<file path="src/brs_pkg.sv">
// How it works
// - leave lockout when supply above start
// - enter lockout and stop below stop threshold
// - overvoltage kills boost gate, holds one cycle
// - boost inhibited below lower minimum threshold
// - boost starts above upper minimum threshold
// - half-bridge waits for resonant-start level
// - half-bridge stops below resonant-stop level
// - boost switches before any half-bridge activity
// - half-bridge enable starts soft start
// - frequency limit blanks both half-bridge gates
// - blanking only on whole switching cycles
// - fast overcurrent shuts half-bridge at once
// - eight consecutive slow overcurrent cycles shut down
// - complementary equal 50 percent drive less dead
// - one dead-time setting for all gates
// - soft start pulls feedback to max frequency
// - after fault discharge, restart with soft start
// - boost overcurrent ends current boost pulse
// - boost edges avoid half-bridge switching edges, but not bridge start, stop or lockout edges
// - more feedback current gives higher frequency
package brs_pkg;

  // register offsets (byte addresses)
  localparam logic [3:0] ADDR_CTRL = 4'h0;
  localparam logic [3:0] ADDR_LIMIT = 4'h4;
  localparam logic [3:0] ADDR_BOOST = 4'h8;
  localparam logic [3:0] ADDR_STATUS = 4'hc;

  // reset values of the software registers
  localparam logic [7:0] DEAD_RESET = 8'h28;
  localparam logic [9:0] LIMIT_RESET = 10'h3e8;
  localparam logic [10:0] BOOST_ON_RESET = 11'h0c8;

  // timing: clock rate and nominal switching point
  localparam int CLK_MHZ = 200;
  localparam int NOM_KHZ = 100;
  localparam logic [10:0] HALF_NOM = 11'(CLK_MHZ * 1000 / NOM_KHZ / 2);
  localparam logic [10:0] MIN_ON = 11'h010;
  localparam logic [10:0] BOOST_OFFSET = 11'h008;
  // soft-start network discharge time in microseconds
  localparam int DISCHARGE_US = 100;
  localparam int DISCHARGE_CYCLES = DISCHARGE_US * CLK_MHZ;
  // soft start starts at reference-rail current and decays per cycle
  localparam logic [9:0] SS_TOP = 10'h3ff;
  localparam logic [9:0] SS_STEP = 10'h001;
  localparam logic [3:0] SLOW_LIMIT = 4'h8;

  // comparator flags from the analog front end
  typedef struct packed {
    logic supplyAboveStart;
    logic supplyBelowStop;
    logic overvoltage;
    logic minBoostUpper;
    logic minBoostLower;
    logic hbStartLevel;
    logic hbStopLevel;
    logic fastOvercurrent;
    logic slowOvercurrent;
    logic boostOvercurrent;
  } brs_flags_t;

  // register port request
  typedef struct packed {
    logic [3:0] addr;
    logic [31:0] wdata;
    logic wr;
    logic rd;
  } brs_bus_t;

  // the three gate drives
  typedef struct packed {
    logic boostGate;
    logic hbHighGate;
    logic hbLowGate;
  } brs_gates_t;

  // half-bridge sequencing states
  typedef enum logic [2:0] {
    HB_OFF = 3'b001,
    HB_RUN = 3'b010,
    HB_DISCHARGE = 3'b100
  } brs_hb_state_t;

endpackage

</file>
<file path="src/brs_sequencer.sv">
`timescale 1ns/1ps
module brs_sequencer #(
  parameter int DISCHARGE_CYCLES = brs_pkg::DISCHARGE_CYCLES
) (
  // clock and reset
  input wire logic clk,
  input wire logic rst_n,
  // comparator flags, raw
  input wire brs_pkg::brs_flags_t flagsIn,
  // resonant feedback current, digitised
  input wire logic [9:0] resonantFeedback,
  // register port
  input wire brs_pkg::brs_bus_t bus,
  output logic [31:0] rdata,
  // gate drives and soft-start pull-up
  output brs_pkg::brs_gates_t gates,
  output logic softStartPullup
);

  // whole state of the block
  typedef struct packed {
    brs_pkg::brs_flags_t syncA; // first synchroniser stage
    brs_pkg::brs_flags_t syncB; // second synchroniser stage
    logic [9:0] fbCur; // sampled feedback current
    logic [31:0] rdata; // read data register
    logic [7:0] deadTime; // shared dead time in clocks
    logic swEnable; // software run enable
    logic [9:0] limitCur; // max frequency current limit
    logic [10:0] boostOn; // boost on-time in clocks
    logic lockout; // supply lockout
    logic boostRun; // boost hysteresis state
    logic boostStarted; // boost has switched
    logic ovHold; // overvoltage hold-off
    logic ovAged; // one boundary seen since ov
    logic boostTerm; // boost pulse cut this cycle
    brs_pkg::brs_hb_state_t hbState; // half-bridge state
    logic softStart; // soft start active
    logic [9:0] ssLevel; // decaying soft-start current
    logic [10:0] cnt; // half-period counter
    logic phaseB; // second half of the cycle
    logic [10:0] halfPeriod; // current half period
    logic blank; // whole-cycle frequency blanking
    logic slowAll; // slow trip held all cycle
    logic [3:0] slowCount; // consecutive slow cycles
    logic [15:0] discharge; // discharge wait counter
    brs_pkg::brs_gates_t gates; // registered gate drives
  } brs_state_t;

  brs_state_t stateQ;
  brs_state_t stateD;

  // larger of two currents
  function automatic logic [9:0] maxCur(input logic [9:0] a, input logic [9:0] b);
    maxCur = (a > b) ? a : b;
  endfunction

  // half period from commanded current, never below dead plus minimum on
  function automatic logic [10:0] calcHalf(input logic [9:0] cmd, input logic [7:0] dead);
    logic [10:0] raw;
    logic [10:0] floorVal;
    raw = brs_pkg::HALF_NOM - {2'b00, cmd[9:1]};
    floorVal = {3'b000, dead} + brs_pkg::MIN_ON;
    calcHalf = (raw < floorVal) ? floorVal : raw;
  endfunction

  // next-state logic
  always_comb begin
    brs_pkg::brs_flags_t f;
    logic halfEnd;
    logic cycEnd;
    logic boostWin;
    logic [10:0] bStart;
    logic [10:0] bEnd;
    logic hbOn;
    f = stateQ.syncB;
    halfEnd = 1'b0;
    cycEnd = 1'b0;
    boostWin = 1'b0;
    bStart = '0;
    bEnd = '0;
    hbOn = 1'b0;
    stateD = stateQ;

    // two-flop synchronisers, feedback sample
    stateD.syncA = flagsIn;
    stateD.syncB = stateQ.syncA;
    stateD.fbCur = resonantFeedback;

    // register reads: data stand the next cycle only
    stateD.rdata = '0;
    if (bus.rd) begin
      unique case (bus.addr)
        brs_pkg::ADDR_CTRL: begin
          stateD.rdata = {23'h0, stateQ.swEnable, stateQ.deadTime};
        end
        brs_pkg::ADDR_LIMIT: begin
          stateD.rdata = {22'h0, stateQ.limitCur};
        end
        brs_pkg::ADDR_BOOST: begin
          stateD.rdata = {21'h0, stateQ.boostOn};
        end
        brs_pkg::ADDR_STATUS: begin
          stateD.rdata = {20'h0, stateQ.slowCount, stateQ.hbState, stateQ.softStart,
                          stateQ.blank, stateQ.ovHold, stateQ.boostRun,
                          stateQ.lockout};
        end
        default: begin
          stateD.rdata = '0; // unmapped reads zero
        end
      endcase
    end

    // register writes
    if (bus.wr) begin
      unique case (bus.addr)
        brs_pkg::ADDR_CTRL: begin
          stateD.deadTime = bus.wdata[7:0];
          stateD.swEnable = bus.wdata[8];
        end
        brs_pkg::ADDR_LIMIT: begin
          stateD.limitCur = bus.wdata[9:0];
        end
        brs_pkg::ADDR_BOOST: begin
          stateD.boostOn = bus.wdata[10:0];
        end
        default: begin
          stateD.swEnable = stateQ.swEnable; // status and holes ignore writes
        end
      endcase
    end

    // supply lockout with start/stop hysteresis
    if (f.supplyBelowStop) begin
      stateD.lockout = 1'b1;
    end else if (f.supplyAboveStart) begin
      stateD.lockout = 1'b0;
    end

    // switching clock: two half periods per cycle
    halfEnd = (stateQ.cnt >= stateQ.halfPeriod - 11'h001);
    cycEnd = halfEnd && stateQ.phaseB;
    if (halfEnd) begin
      stateD.cnt = '0;
      stateD.phaseB = !stateQ.phaseB;
    end else begin
      stateD.cnt = stateQ.cnt + 11'h001;
    end

    // per-cycle updates on the cycle boundary
    if (cycEnd) begin
      // frequency follows the larger of feedback and soft-start current
      stateD.halfPeriod = calcHalf(maxCur(stateQ.fbCur, stateQ.ssLevel),
                                   stateQ.deadTime);
      // blanking decided for the whole next cycle
      stateD.blank = (stateQ.fbCur >= stateQ.limitCur);
      // soft-start current decays toward nominal
      if (stateQ.ssLevel > brs_pkg::SS_STEP) begin
        stateD.ssLevel = stateQ.ssLevel - brs_pkg::SS_STEP;
      end else begin
        stateD.ssLevel = '0;
        stateD.softStart = 1'b0;
      end
      stateD.boostTerm = 1'b0; // new pulse may start
    end

    // boost minimum-voltage hysteresis
    if (f.minBoostLower) begin
      stateD.boostRun = 1'b0;
    end else if (f.minBoostUpper) begin
      stateD.boostRun = 1'b1;
    end

    // overvoltage: off now, released after a full clean cycle
    if (f.overvoltage) begin
      stateD.ovHold = 1'b1;
      stateD.ovAged = 1'b0;
    end else if (cycEnd && stateQ.ovHold) begin
      if (stateQ.ovAged) begin
        stateD.ovHold = 1'b0;
      end
      stateD.ovAged = 1'b1;
    end

    // boost overcurrent cuts the pulse until the next cycle
    if (f.boostOvercurrent) begin
      stateD.boostTerm = 1'b1;
    end

    // boost window inside phase A, after the dead time, before phase end
    bStart = {3'b000, stateQ.deadTime} + brs_pkg::BOOST_OFFSET;
    bEnd = bStart + stateQ.boostOn;
    if (bEnd > stateQ.halfPeriod - 11'h001) begin
      bEnd = stateQ.halfPeriod - 11'h001;
    end
    boostWin = !stateQ.phaseB && (stateQ.cnt >= bStart) && (stateQ.cnt < bEnd);
    stateD.gates.boostGate = stateQ.swEnable && stateQ.boostRun && boostWin
                             && !f.overvoltage && !stateQ.ovHold
                             && !f.boostOvercurrent && !stateQ.boostTerm;
    if (stateD.gates.boostGate) begin
      stateD.boostStarted = 1'b1;
    end

    // slow overcurrent: trip must hold through a whole cycle
    if (!f.slowOvercurrent) begin
      stateD.slowAll = 1'b0;
    end
    if (cycEnd) begin
      stateD.slowAll = 1'b1;
    end

    // half-bridge sequencing
    unique case (stateQ.hbState)
      brs_pkg::HB_OFF: begin
        // boost first, then wait for the start level
        if (stateQ.swEnable && stateQ.boostStarted && f.hbStartLevel) begin
          stateD.hbState = brs_pkg::HB_RUN;
          stateD.softStart = 1'b1;
          stateD.ssLevel = brs_pkg::SS_TOP;
          stateD.slowCount = '0;
        end
      end
      brs_pkg::HB_RUN: begin
        if (f.fastOvercurrent) begin
          stateD.hbState = brs_pkg::HB_DISCHARGE;
          stateD.discharge = '0;
        end else if (cycEnd && stateQ.slowAll && f.slowOvercurrent
                     && (stateQ.slowCount + 4'h1 >= brs_pkg::SLOW_LIMIT)) begin
          stateD.hbState = brs_pkg::HB_DISCHARGE;
          stateD.discharge = '0;
        end else if (f.hbStopLevel || !stateQ.swEnable) begin
          stateD.hbState = brs_pkg::HB_OFF;
          stateD.softStart = 1'b0;
          stateD.ssLevel = '0;
        end
        // count whole tripped cycles; a clean cycle restarts the count
        if (cycEnd) begin
          if (stateQ.slowAll && f.slowOvercurrent) begin
            stateD.slowCount = stateQ.slowCount + 4'h1;
          end else begin
            stateD.slowCount = '0;
          end
        end
      end
      brs_pkg::HB_DISCHARGE: begin
        // soft-start network discharges before a fresh start
        stateD.softStart = 1'b0;
        stateD.ssLevel = '0;
        if (stateQ.discharge >= 16'(DISCHARGE_CYCLES - 1)) begin
          stateD.hbState = brs_pkg::HB_OFF;
        end else begin
          stateD.discharge = stateQ.discharge + 16'h0001;
        end
      end
      default: begin
        stateD.hbState = brs_pkg::HB_OFF; // illegal code recovers
      end
    endcase

    // complementary drive with equal on-times after the shared dead time
    hbOn = (stateQ.hbState == brs_pkg::HB_RUN) && !stateQ.blank
           && !f.fastOvercurrent && (stateQ.cnt >= {3'b000, stateQ.deadTime});
    stateD.gates.hbHighGate = hbOn && !stateQ.phaseB;
    stateD.gates.hbLowGate = hbOn && stateQ.phaseB;
    if (stateD.hbState != brs_pkg::HB_RUN) begin
      stateD.gates.hbHighGate = 1'b0;
      stateD.gates.hbLowGate = 1'b0;
    end

    // lockout holds every gate low and clears sequencing state
    if (stateQ.lockout) begin
      stateD.gates = '0;
      stateD.boostRun = 1'b0;
      stateD.boostStarted = 1'b0;
      stateD.boostTerm = 1'b0;
      stateD.ovHold = 1'b0;
      stateD.ovAged = 1'b0;
      stateD.hbState = brs_pkg::HB_OFF;
      stateD.softStart = 1'b0;
      stateD.ssLevel = '0;
      stateD.slowCount = '0;
      stateD.slowAll = 1'b1;
      stateD.discharge = '0;
      stateD.blank = 1'b0;
    end
  end

  // state register
  always_ff @(posedge clk or negedge rst_n) begin
    if (!rst_n) begin
      stateQ <= '0;
      stateQ.deadTime <= brs_pkg::DEAD_RESET;
      stateQ.limitCur <= brs_pkg::LIMIT_RESET;
      stateQ.boostOn <= brs_pkg::BOOST_ON_RESET;
      stateQ.lockout <= 1'b1;
      stateQ.hbState <= brs_pkg::HB_OFF;
      stateQ.halfPeriod <= brs_pkg::HALF_NOM;
      stateQ.slowAll <= 1'b1;
    end else begin
      stateQ <= stateD;
    end
  end

  // outputs straight from the state register
  assign rdata = stateQ.rdata;
  assign gates = stateQ.gates;
  assign softStartPullup = stateQ.softStart;

endmodule

</file>
<file path="config.mk">
export PLATFORM = sky130hd
export DESIGN_NAME = brs_sequencer
export DESIGN_NICKNAME = d
export VERILOG_FILES = /design/src/brs_pkg.sv /design/src/brs_sequencer.sv
export SDC_FILE = /design/constraint.sdc
export NUM_CORES = 1
export LEC_CHECK = 0
export BUFFER_PORTS_ARGS = -buffer_cell sky130_fd_sc_hd__buf_2
export CORE_ASPECT_RATIO = 1.2
export CORE_MARGIN = 3
export CORE_UTILIZATION = 45
export CTS_CLUSTER_DIAMETER = 30
export DETAILED_ROUTE_END_ITERATION = 7
export GPL_ROUTABILITY_DRIVEN = 1
export GPL_TIMING_DRIVEN = 0
export PLACE_DENSITY = 0.64
export SLEW_MARGIN = 20
export SYNTH_ARGS = -nofsm -noshare
export SYNTH_HDL_FRONTEND = slang
export SYNTH_SLANG_ARGS = --single-unit
</file>
<file path="constraint.sdc">
create_clock -name clk -period 4.4 [get_ports clk]
set_input_delay 0.66 -clock clk [delete_from_list [all_inputs] [get_ports clk]]
set_output_delay 0.66 -clock clk [all_outputs]
set_load 0.01 [all_outputs]
</file>
-- Word-level counts from Yosys, hierarchy flattened
Index checks and enable logic that the tools add are counted.
- logic and storage cells: 165
- bits of input ports: 60
- ROM bits: 0
- memories: 0
- output and inout port bits: 36
- RAM bits: 0
- bits in latches: 0
- register bits after elaboration: 160
- multipliers: 0
- bitwise gates (word level): 0
- multiplexer cells: 42
- $add $sub $neg: 9
- div/mod/pow operators: 0
- reductions and logical operators: 46
- shifts and indexed selects: 0
- eq/ne operators: 12
- order comparisons: 11
- operator list (cell ; number):
    11-bit two-way mux ; 6
    16-bit two-way mux ; 3
    12-bit case mux with 4 select lines ; 1
    11-bit case mux with 3 select lines ; 1
    32-bit two-way mux ; 1
    16-bit case mux with 2 select lines ; 1
    14-bit two-way mux ; 2
    25-bit two-way mux ; 1
    1-bit logical AND ; 21
    10-bit two-way mux ; 2
    19-bit two-way mux ; 1
    3-bit nonzero test ; 6
    16-bit by 1-bit adder with 16-bit output, second input constant ; 1
    16-bit by 15-bit >= comparator with 1-bit output, second input constant ; 1
    1-bit two-way mux ; 12
    4-bit two-way mux ; 3
    11-bit by 1-bit adder with 11-bit output, second input constant ; 1
    9-bit by 11-bit adder with 11-bit output ; 1
    11-bit >= comparator ; 1
    11-bit by 8-bit >= comparator with 1-bit output ; 1
    11-bit by 9-bit >= comparator with 1-bit output ; 1
    11-bit > comparator ; 1
    11-bit < comparator ; 1
    11-bit by 9-bit < comparator with 1-bit output ; 1
    other kinds (28) ; 49

-- Longest topological paths before layout
Gate-level depths: netlist (run 1).
- depth in word-level cells: 13
- gate-level depth with buffers: 26
- mapped depth without buffers: 24

-- Least setup slack after synthesis (run 1)
OpenSTA, ideal clock, no wires.
- path kind: flip-flop to flip-flop
- from: reg stateQ[90] (netlist name)
- to: reg stateQ, in the netlist gates[2]
- cell stages (with the launch flop): 26
- slack: -0.321 ns
- period minus slack after synthesis: 4.721 ns
- required time: 4.335 ns
- path buffers: 1
- setup time: 0.065 ns
- arrival time: 4.657 ns
- cells stage by stage: dfrtp_1 -> ha_1 -> fa_1 -> a21o_1 -> a21oi_1 -> o21bai_1 -> a21oi_1 -> o21ai_0 -> xor2_1 -> ha_1 -> a21o_1 -> a21o_1 -> a21oi_1 -> o21ai_0 -> nand2_1 -> clkbuf_1 -> nand2_1 -> o21a_1 -> ha_1 -> a21oi_1 -> nor2b_1 -> o21ai_0 -> nand4_1 -> a211oi_1 -> and2_1 -> o211a_1
- RTL lines (what ; RTL line ; text):
    from (decl) ; brs_sequencer.sv:49 ; brs_state_t stateQ;
    from (signal assigned) ; brs_sequencer.sv:299 ; stateQ <= stateD;

==> reports/qor.csv, run 1 <==
stage,metric,value,unit
synthesis,library cells used by synthesis,66,
synthesis,"FFs w/ async S/R, synth",100,%
sta,Worst-Margin Slew,0.898,ns
cells_and_area,fraction of layout cells with a size suffix above 1,32.8,%
drt,Post-Route WL,25900,um
sta,Fin Hold WS,0.117,ns
floorplan,initial core utilization,46.5,%
clock_tree,CTS buffer count,17,
status,outcome,"finished, violations left",
synthesis,Syn Inst Count,917,
sta,Setup TNS Final,-1.90,ns
sta,period utilisation layout,107,%
synthesis,ys flop type,dfrtp_1,
status,failing checks,setup timing,
drt,average wire per standard cell,19.0,um
power_and_ir_drop,Leak Pwr,0.00538,uW
clock_tree,clock latency on the worst-skew pair,0.44,ns
cells_and_area,"most common cell after layout, fill and taps aside",buf_4,
worst_setup_path,crit path max fanout,5,
power_and_ir_drop,switching share of total power,34.8,%
floorplan,I/O pin count,96,
cells_and_area,design area,0.0114,mm^2
cells_and_area,filler instances,1663,
floorplan,total core area,0.0191,mm^2
drt,Iter 0 DRT Violations,479,
placed_design,dpl hpwl,17500,um
cells_and_area,Multi-input gate area,0.00543,mm^2
sta,"Hold Vio Cnt, Final",0,
floorplan,die width,134,um
placed_design,"Cell Area, Placed",0.00964,mm^2
cells_and_area,NumNets Final,1246,
drt,vias per cell,5.70,
synthesis,synthesized area per cell,9.70,um^2
sta,Max Fclk,212,MHz
hold_path,Hold Path Class,in -> async,
sta,max-slew violation count,0,
synthesis,number of synthesized flops with an enable pin,0,
cells_and_area,Antenna diodes,0,
clock_tree,CTS tree,built,
worst_setup_path,crit end category,flop,
sta,# setup viols final,11,
cells_and_area,most frequent cells in the layout,"115 x buf_4, 107 x dfrtp_1, 74 x ha_1, 63 x nand2_1, 54 x buf_2",
grt,first-pass GRT wire length,40400,um
clock_tree,"CTS clk-pin slew, worst paths",0.07,ns
sta,RSZ-0062 raised after global routing,yes,
placed_design,Final GP Congestion,0.924,
synthesis,YS warnings,0,
worst_setup_path,critical path class,reg -> reg,
clock_tree,total clock sinks,139,
power_and_ir_drop,sw power,1510,uW
grt,largest net degree at the start of global routing,93,
grt,total gr overflow,0,
flow_run,max_cap viols,0,
power_and_ir_drop,Flop pwr share,34.1,%
power_and_ir_drop,Max VDD drop,0.282,mV
sta,Rel. slew slack,39.8,%
placed_design,Inst Count DP,1248,
power_and_ir_drop,clock share of power,34.0,%
clock_tree,post-cts hold buffer count,0,
grt,GR Util All Layers,23.7,%
floorplan,die area,0.0215,mm^2
synthesis,Post-Synthesis Cell Area,0.00890,mm^2
worst_setup_path,crit path launch type,flop,
floorplan,cell row count,55,
grt,initial antenna violation count,0,
synthesis,number of synthesized register bits,139,
floorplan,die height,160,um
drt,Routed Antenna Nets,0,
drt,DR vias,7760,
power_and_ir_drop,power per cell area,381,mW/mm^2
sta,Period minus WS final,4.72,ns
worst_setup_path,Critical Path AT,5.09,ns
synthesis,post-synthesis sequential area ratio,39.4,%
worst_setup_path,worst path required time,4.78,ns
sta,Clock Skew,0.0159,ns
grt,number of global-route vias before repair,7844,
drt,# DRC,0,
cells_and_area,sequential cell area,0.00352,mm^2
placed_design,count of input and output buffers,54,
clock_tree,H-tree depth,4,
cells_and_area,area grow syn2layout,28.2,%
clock_tree,root buf cell,clkbuf_16,
power_and_ir_drop,Comb power frac,31.9,%
clock_tree,clock buffer depth,2,
power_and_ir_drop,P_int,2830,uW
drt,DRT Pass-1 Iters,6,
cells_and_area,fin cells,1361,
sta,setup ws final,-0.317,ns
-- cell usage after synthesis (27+ instances only) --
master   instances  area [um^2]
buf_4           36          270
nand3_1         42          210
dfrtp_1        119         2980
xnor2_1         27          236
ha_1            93         1160
a21oi_1         49          245
mux2_2          31          349
nand2_1         66          248
a21o_1          31          233
o21ai_0         27          135
inv_1           51          191
nor2_1          58          218
-- logic make-up (layout without fill, tap and decap cells) --
group                    Yosys count  in the layout  synth area share, %
AND/OR/NAND/NOR                  278            278                 15.4
AO/OA/AOI/OAI                    212            212                 16.4
flip-flops                       139            139                 39.4
buffers and inverters            109            278                 6.20
adder cells (fa/ha/maj)           94             94                 13.3
XOR/XNOR                          44             44                 4.33
multiplexers                      40             40                 4.94
other                              1             20               0.0421
-- power by group through the flow --
| stage | logic, uW | registers (uW) | clock network, uW |
|---|---|---|---|
| after CTS | 1290 | 1470 | 1490 |
| after detailed placement | 1030 | 1510 | 0 |
| after global placement | 1010 | 1510 | 0 |
| after global routing | 1520 | 1490 | 1550 |
| final | 1390 | 1480 | 1480 |
| after floorplan | 789 | 1460 | 0 |
-- cell type report --
| cell class | count | area share (%) |
|---|---|---|
| clock buffer | 17 | 3.73 |
| buffer | 56 | 3.28 |
| multi-input combinational | 688 | 47.6 |
| clock inverter | 15 | 1.68 |
| tap | 256 | 2.81 |
| timing repair buffer | 138 | 8.24 |
| sequential | 139 | 30.8 |
| inverter | 52 | 1.78 |
-- sequential cells by signal, summed over array words and instances (netlist names) --
register / flops
rdata: 12
stateQ: 113
gates: 3
stateD: 10
softStartPullup: 1
-- worst max-delay path: stages, from the launching register on --
cell and delay, ns:
dfrtp_2 0.43, ha_4 0.17, fa_2 0.37, a21o_1 0.20, a21oi_2 0.17, o21bai_1 0.11, a21oi_2 0.20, o21ai_2 0.12
nand4_1 0.16, o311ai_4 0.11, ha_1 0.31, nand4_1 0.13, or3_4 0.45, nand2_4 0.09, clkbuf_8 0.14, o21a_1 0.11
ha_1 0.24, a21o_1 0.17, a21o_1 0.17, a21oi_1 0.14, nor2_1 0.07, a211oi_2 0.27, and2_1 0.19, o211a_1 0.13
-- through the flow --
step | util [%] | worst slack [ns] | power (uW)
detailed placement | 50.4 | -0.748 | 2540
floorplan | - | 0.00522 | 2250
global route | 59.6 | -0.570 | 4570
global placement | 50.1 | -0.703 | 2510
finish | 59.6 | -0.317 | 4340
CTS | 58.1 | -0.193 | 4250
-- final timing paths --
kind | start | end | slack (ns) | depth (start not counted)
hold reg to reg | stateD[143] | stateQ[143] | 0.35 | 0
max in group asynchronous | rst_n | stateQ[91] | 3.48 | 2
min in group clk | flagsIn[8] | stateD[148] | 0.32 | 1
setup reg to reg | stateQ[90] | gates[2] | -0.32 | 23
setup / recovery | stateQ[90] | gates[2] | -0.32 | 23
hold / removal | rst_n | stateQ[130] | 0.12 | 1
-- per-layer routing --
layer	GRT usage [%]	wire, um	vias to the layer above	part of all wire, %
met3	3.43	1190	85	4.6
met4	11.3	1320	0	5.1
met5	0	0	-	0
met2	41.6	13000	253	50
met1	28.5	10400	3791	40
li1	-	-	3631	-
-- what timing repair did --
| action | CTS | global route |
|---|---|---|
| setup buffers | 68 | 15 |
| gates resized for setup | 79 | 41 |
| gates cloned | 2 | 0 |
| setup endpoints to repair | 11 | 27 |
| pin swaps | 35 | 48 |
Power figures use the tool's default switching activity.
==> run 2: changes to the inputs <==
- BUFFER_PORTS_ARGS: -buffer_cell sky130_fd_sc_hd__buf_2 -> unset
- DONT_BUFFER_PORTS: unset -> 1
- PLACE_DENSITY: 0.64 -> 0.6
- RECOVER_POWER: unset -> 25
==> reports/qor.csv, run 2 (synthesized netlist as in run 1, its figures left out) <==
stage,metric,value,unit
status,outcome,"finished, violations left",
status,failing checks,"capacitance limit, slew limit, setup timing",
cells_and_area,"most common cell after layout, fill and taps aside",buf_4,
sta,Max Fclk,218,MHz
worst_setup_path,worst path required time,4.77,ns
cells_and_area,Util after Layout,57.3,%
clock_tree,root buf cell,clkbuf_16,
worst_setup_path,worst r2r path cells,20,
flow_run,max_cap viols,1,
grt,met2 Use GR,40.0,%
floorplan,total core area,0.0191,mm^2
cells_and_area,Multi-input gate area,0.00537,mm^2
cells_and_area,NumNets Final,1185,
clock_tree,H-tree depth,4,
sta,Period minus WS final,4.59,ns
worst_setup_path,crit end category,flop,
cells_and_area,most frequent cells in the layout,"112 x buf_4, 107 x dfrtp_1, 71 x ha_1, 65 x nand2_1, 54 x nor2_1",
sta,Clock Skew,0.0123,ns
grt,GRT met1 Usage,29.2,%
floorplan,I/O pin count,96,
drt,Iter 0 DRT Violations,446,
sta,Rel. slew slack,-103,%
sta,setup ws final,-0.192,ns
grt,initial antenna violation count,0,
grt,grt peak-use layer,met2,
cells_and_area,fin cells,1300,
hold_path,Hold Path Class,in -> async,
sta,max-slew violation count,120,
grt,total gr overflow,0,
floorplan,die area,0.0215,mm^2
worst_setup_path,crit path launch type,flop,
placed_design,count of input and output buffers,0,
worst_setup_path,Critical Path AT,4.96,ns
worst_setup_path,R2R Path Start,stateQ[93],
worst_setup_path,FF-to-FF End,gates[2],
clock_tree,clock buffer depth,2,
placed_design,Inst Count DP,1193,
placed_design,dpl hpwl,17300,um
clock_tree,CTS tree,built,
clock_tree,CTS buffer count,17,
power_and_ir_drop,Max VDD drop,0.280,mV
grt,number of global-route vias before repair,7400,
grt,met3 Use GR,4.00,%
floorplan,die height,160,um
cells_and_area,sequential cell area,0.00352,mm^2
grt,GR Util All Layers,23.3,%
sta,Fin Hold WS,0.0788,ns
power_and_ir_drop,power per cell area,402,mW/mm^2
floorplan,die width,134,um
clock_tree,total clock sinks,139,
drt,vias per cell,5.61,
drt,# DRC,0,
worst_setup_path,critical path class,reg -> reg,
sta,# setup viols final,2,
power_and_ir_drop,Leak Pwr,0.00508,uW
placed_design,Final GP Congestion,0.891,
cells_and_area,filler instances,1683,
sta,Setup TNS Final,-0.366,ns
worst_setup_path,R2R setup slack,-0.19,ns
sta,"Hold Vio Cnt, Final",0,
cells_and_area,fraction of layout cells with a size suffix above 1,28.0,%
grt,largest net degree at the start of global routing,120,
grt,first-pass GRT wire length,39200,um
floorplan,initial core utilization,46.5,%
power_and_ir_drop,overall power,4410,uW
cells_and_area,max FFs per register,113,
drt,DR vias,7296,
clock_tree,clock latency on the worst-skew pair,0.43,ns
floorplan,cell row count,55,
cells_and_area,area grow syn2layout,23.3,%
cells_and_area,Antenna diodes,0,
sta,Worst-Margin Slew,3.05,ns
clock_tree,"CTS clk-pin slew, worst paths",0.07,ns
worst_setup_path,crit path max fanout,5,
drt,DRT Pass-1 Iters,5,
cells_and_area,"Most flops, register",stateQ,
sta,period utilisation layout,104,%
drt,Routed Antenna Nets,0,
sta,RSZ-0062 raised after global routing,yes,
drt,average wire per standard cell,19.1,um
drt,Post-Route WL,24800,um
[run 2: worst max-delay path by stage]
stage,start,cells after the start,endpoint,slack (ns)
3_5_place_dp,stateQ[90],23,gates[2],-0.77
5_1_grt,stateQ[69],22,gates[2],-0.40
6_report,stateQ[93],20,gates[2],-0.19
2_1_floorplan,stateQ[90],24,gates[2],0.005
3_3_place_gp,stateQ[90],23,gates[2],-0.70
4_1_cts,stateQ[90],24,gates[2],-0.13
[run 2: area by class of cell]
type	instances	share of cell area [%]
buffer	55	3.30
inverter	52	1.85
clock buffer	17	3.88
multi-input combinational	688	48.9
sequential	139	32.1
timing repair buffer	78	5.29
tap	256	2.92
clock inverter	15	1.76
[run 2: repair_timing]
| action | 4_1_cts | 5_1_grt |
|---|---|---|
| hold endpoints to repair | 119 | 0 |
| pin swaps | 44 | 49 |
| setup buffers | 59 | 15 |
| endpoints found under the setup margin | 11 | 27 |
| hold buffers | 1 | 0 |
| gates resized for setup | 72 | 30 |
| gates cloned | 2 | 0 |
[run 2: worst max-delay path, stage by stage, from the launching register on]
cell      delay, ns
dfstp_2        0.61
inv_2          0.10
ha_4           0.23
nor2b_1        0.13
o21a_1         0.21
o41ai_2        0.39
o21ai_1        0.14
xnor2_1        0.17
ha_1           0.31
nand4_1        0.13
or3_4          0.42
nand2_4        0.11
buf_8          0.12
mux2i_1        0.19
ha_1           0.27
nor2b_1        0.14
o21ai_1        0.12
nand4_1        0.10
a211oi_2       0.32
and2_1         0.18
o211a_1        0.14
[run 2: power by group]
part,switching [uW],total [uW],internal [uW]
Combinational,690,1400,708
Sequential,105,1490,1380
Clock,656,1530,870
[run 2: stage by stage]
stage	setup WS, ns	instance area, um^2
after floorplan	0.00522	8990
after global placement	-0.697	9320
after detailed placement	-0.767	9330
after CTS	-0.131	10700
after global routing	-0.401	11000
final	-0.192	11000
[run 2: metal layers]
layer | wire, um | share of wire, %
met5 | 0 | 0
met4 | 870 | 3.5
met3 | 1080 | 4.4
met2 | 12400 | 50
met1 | 10500 | 42
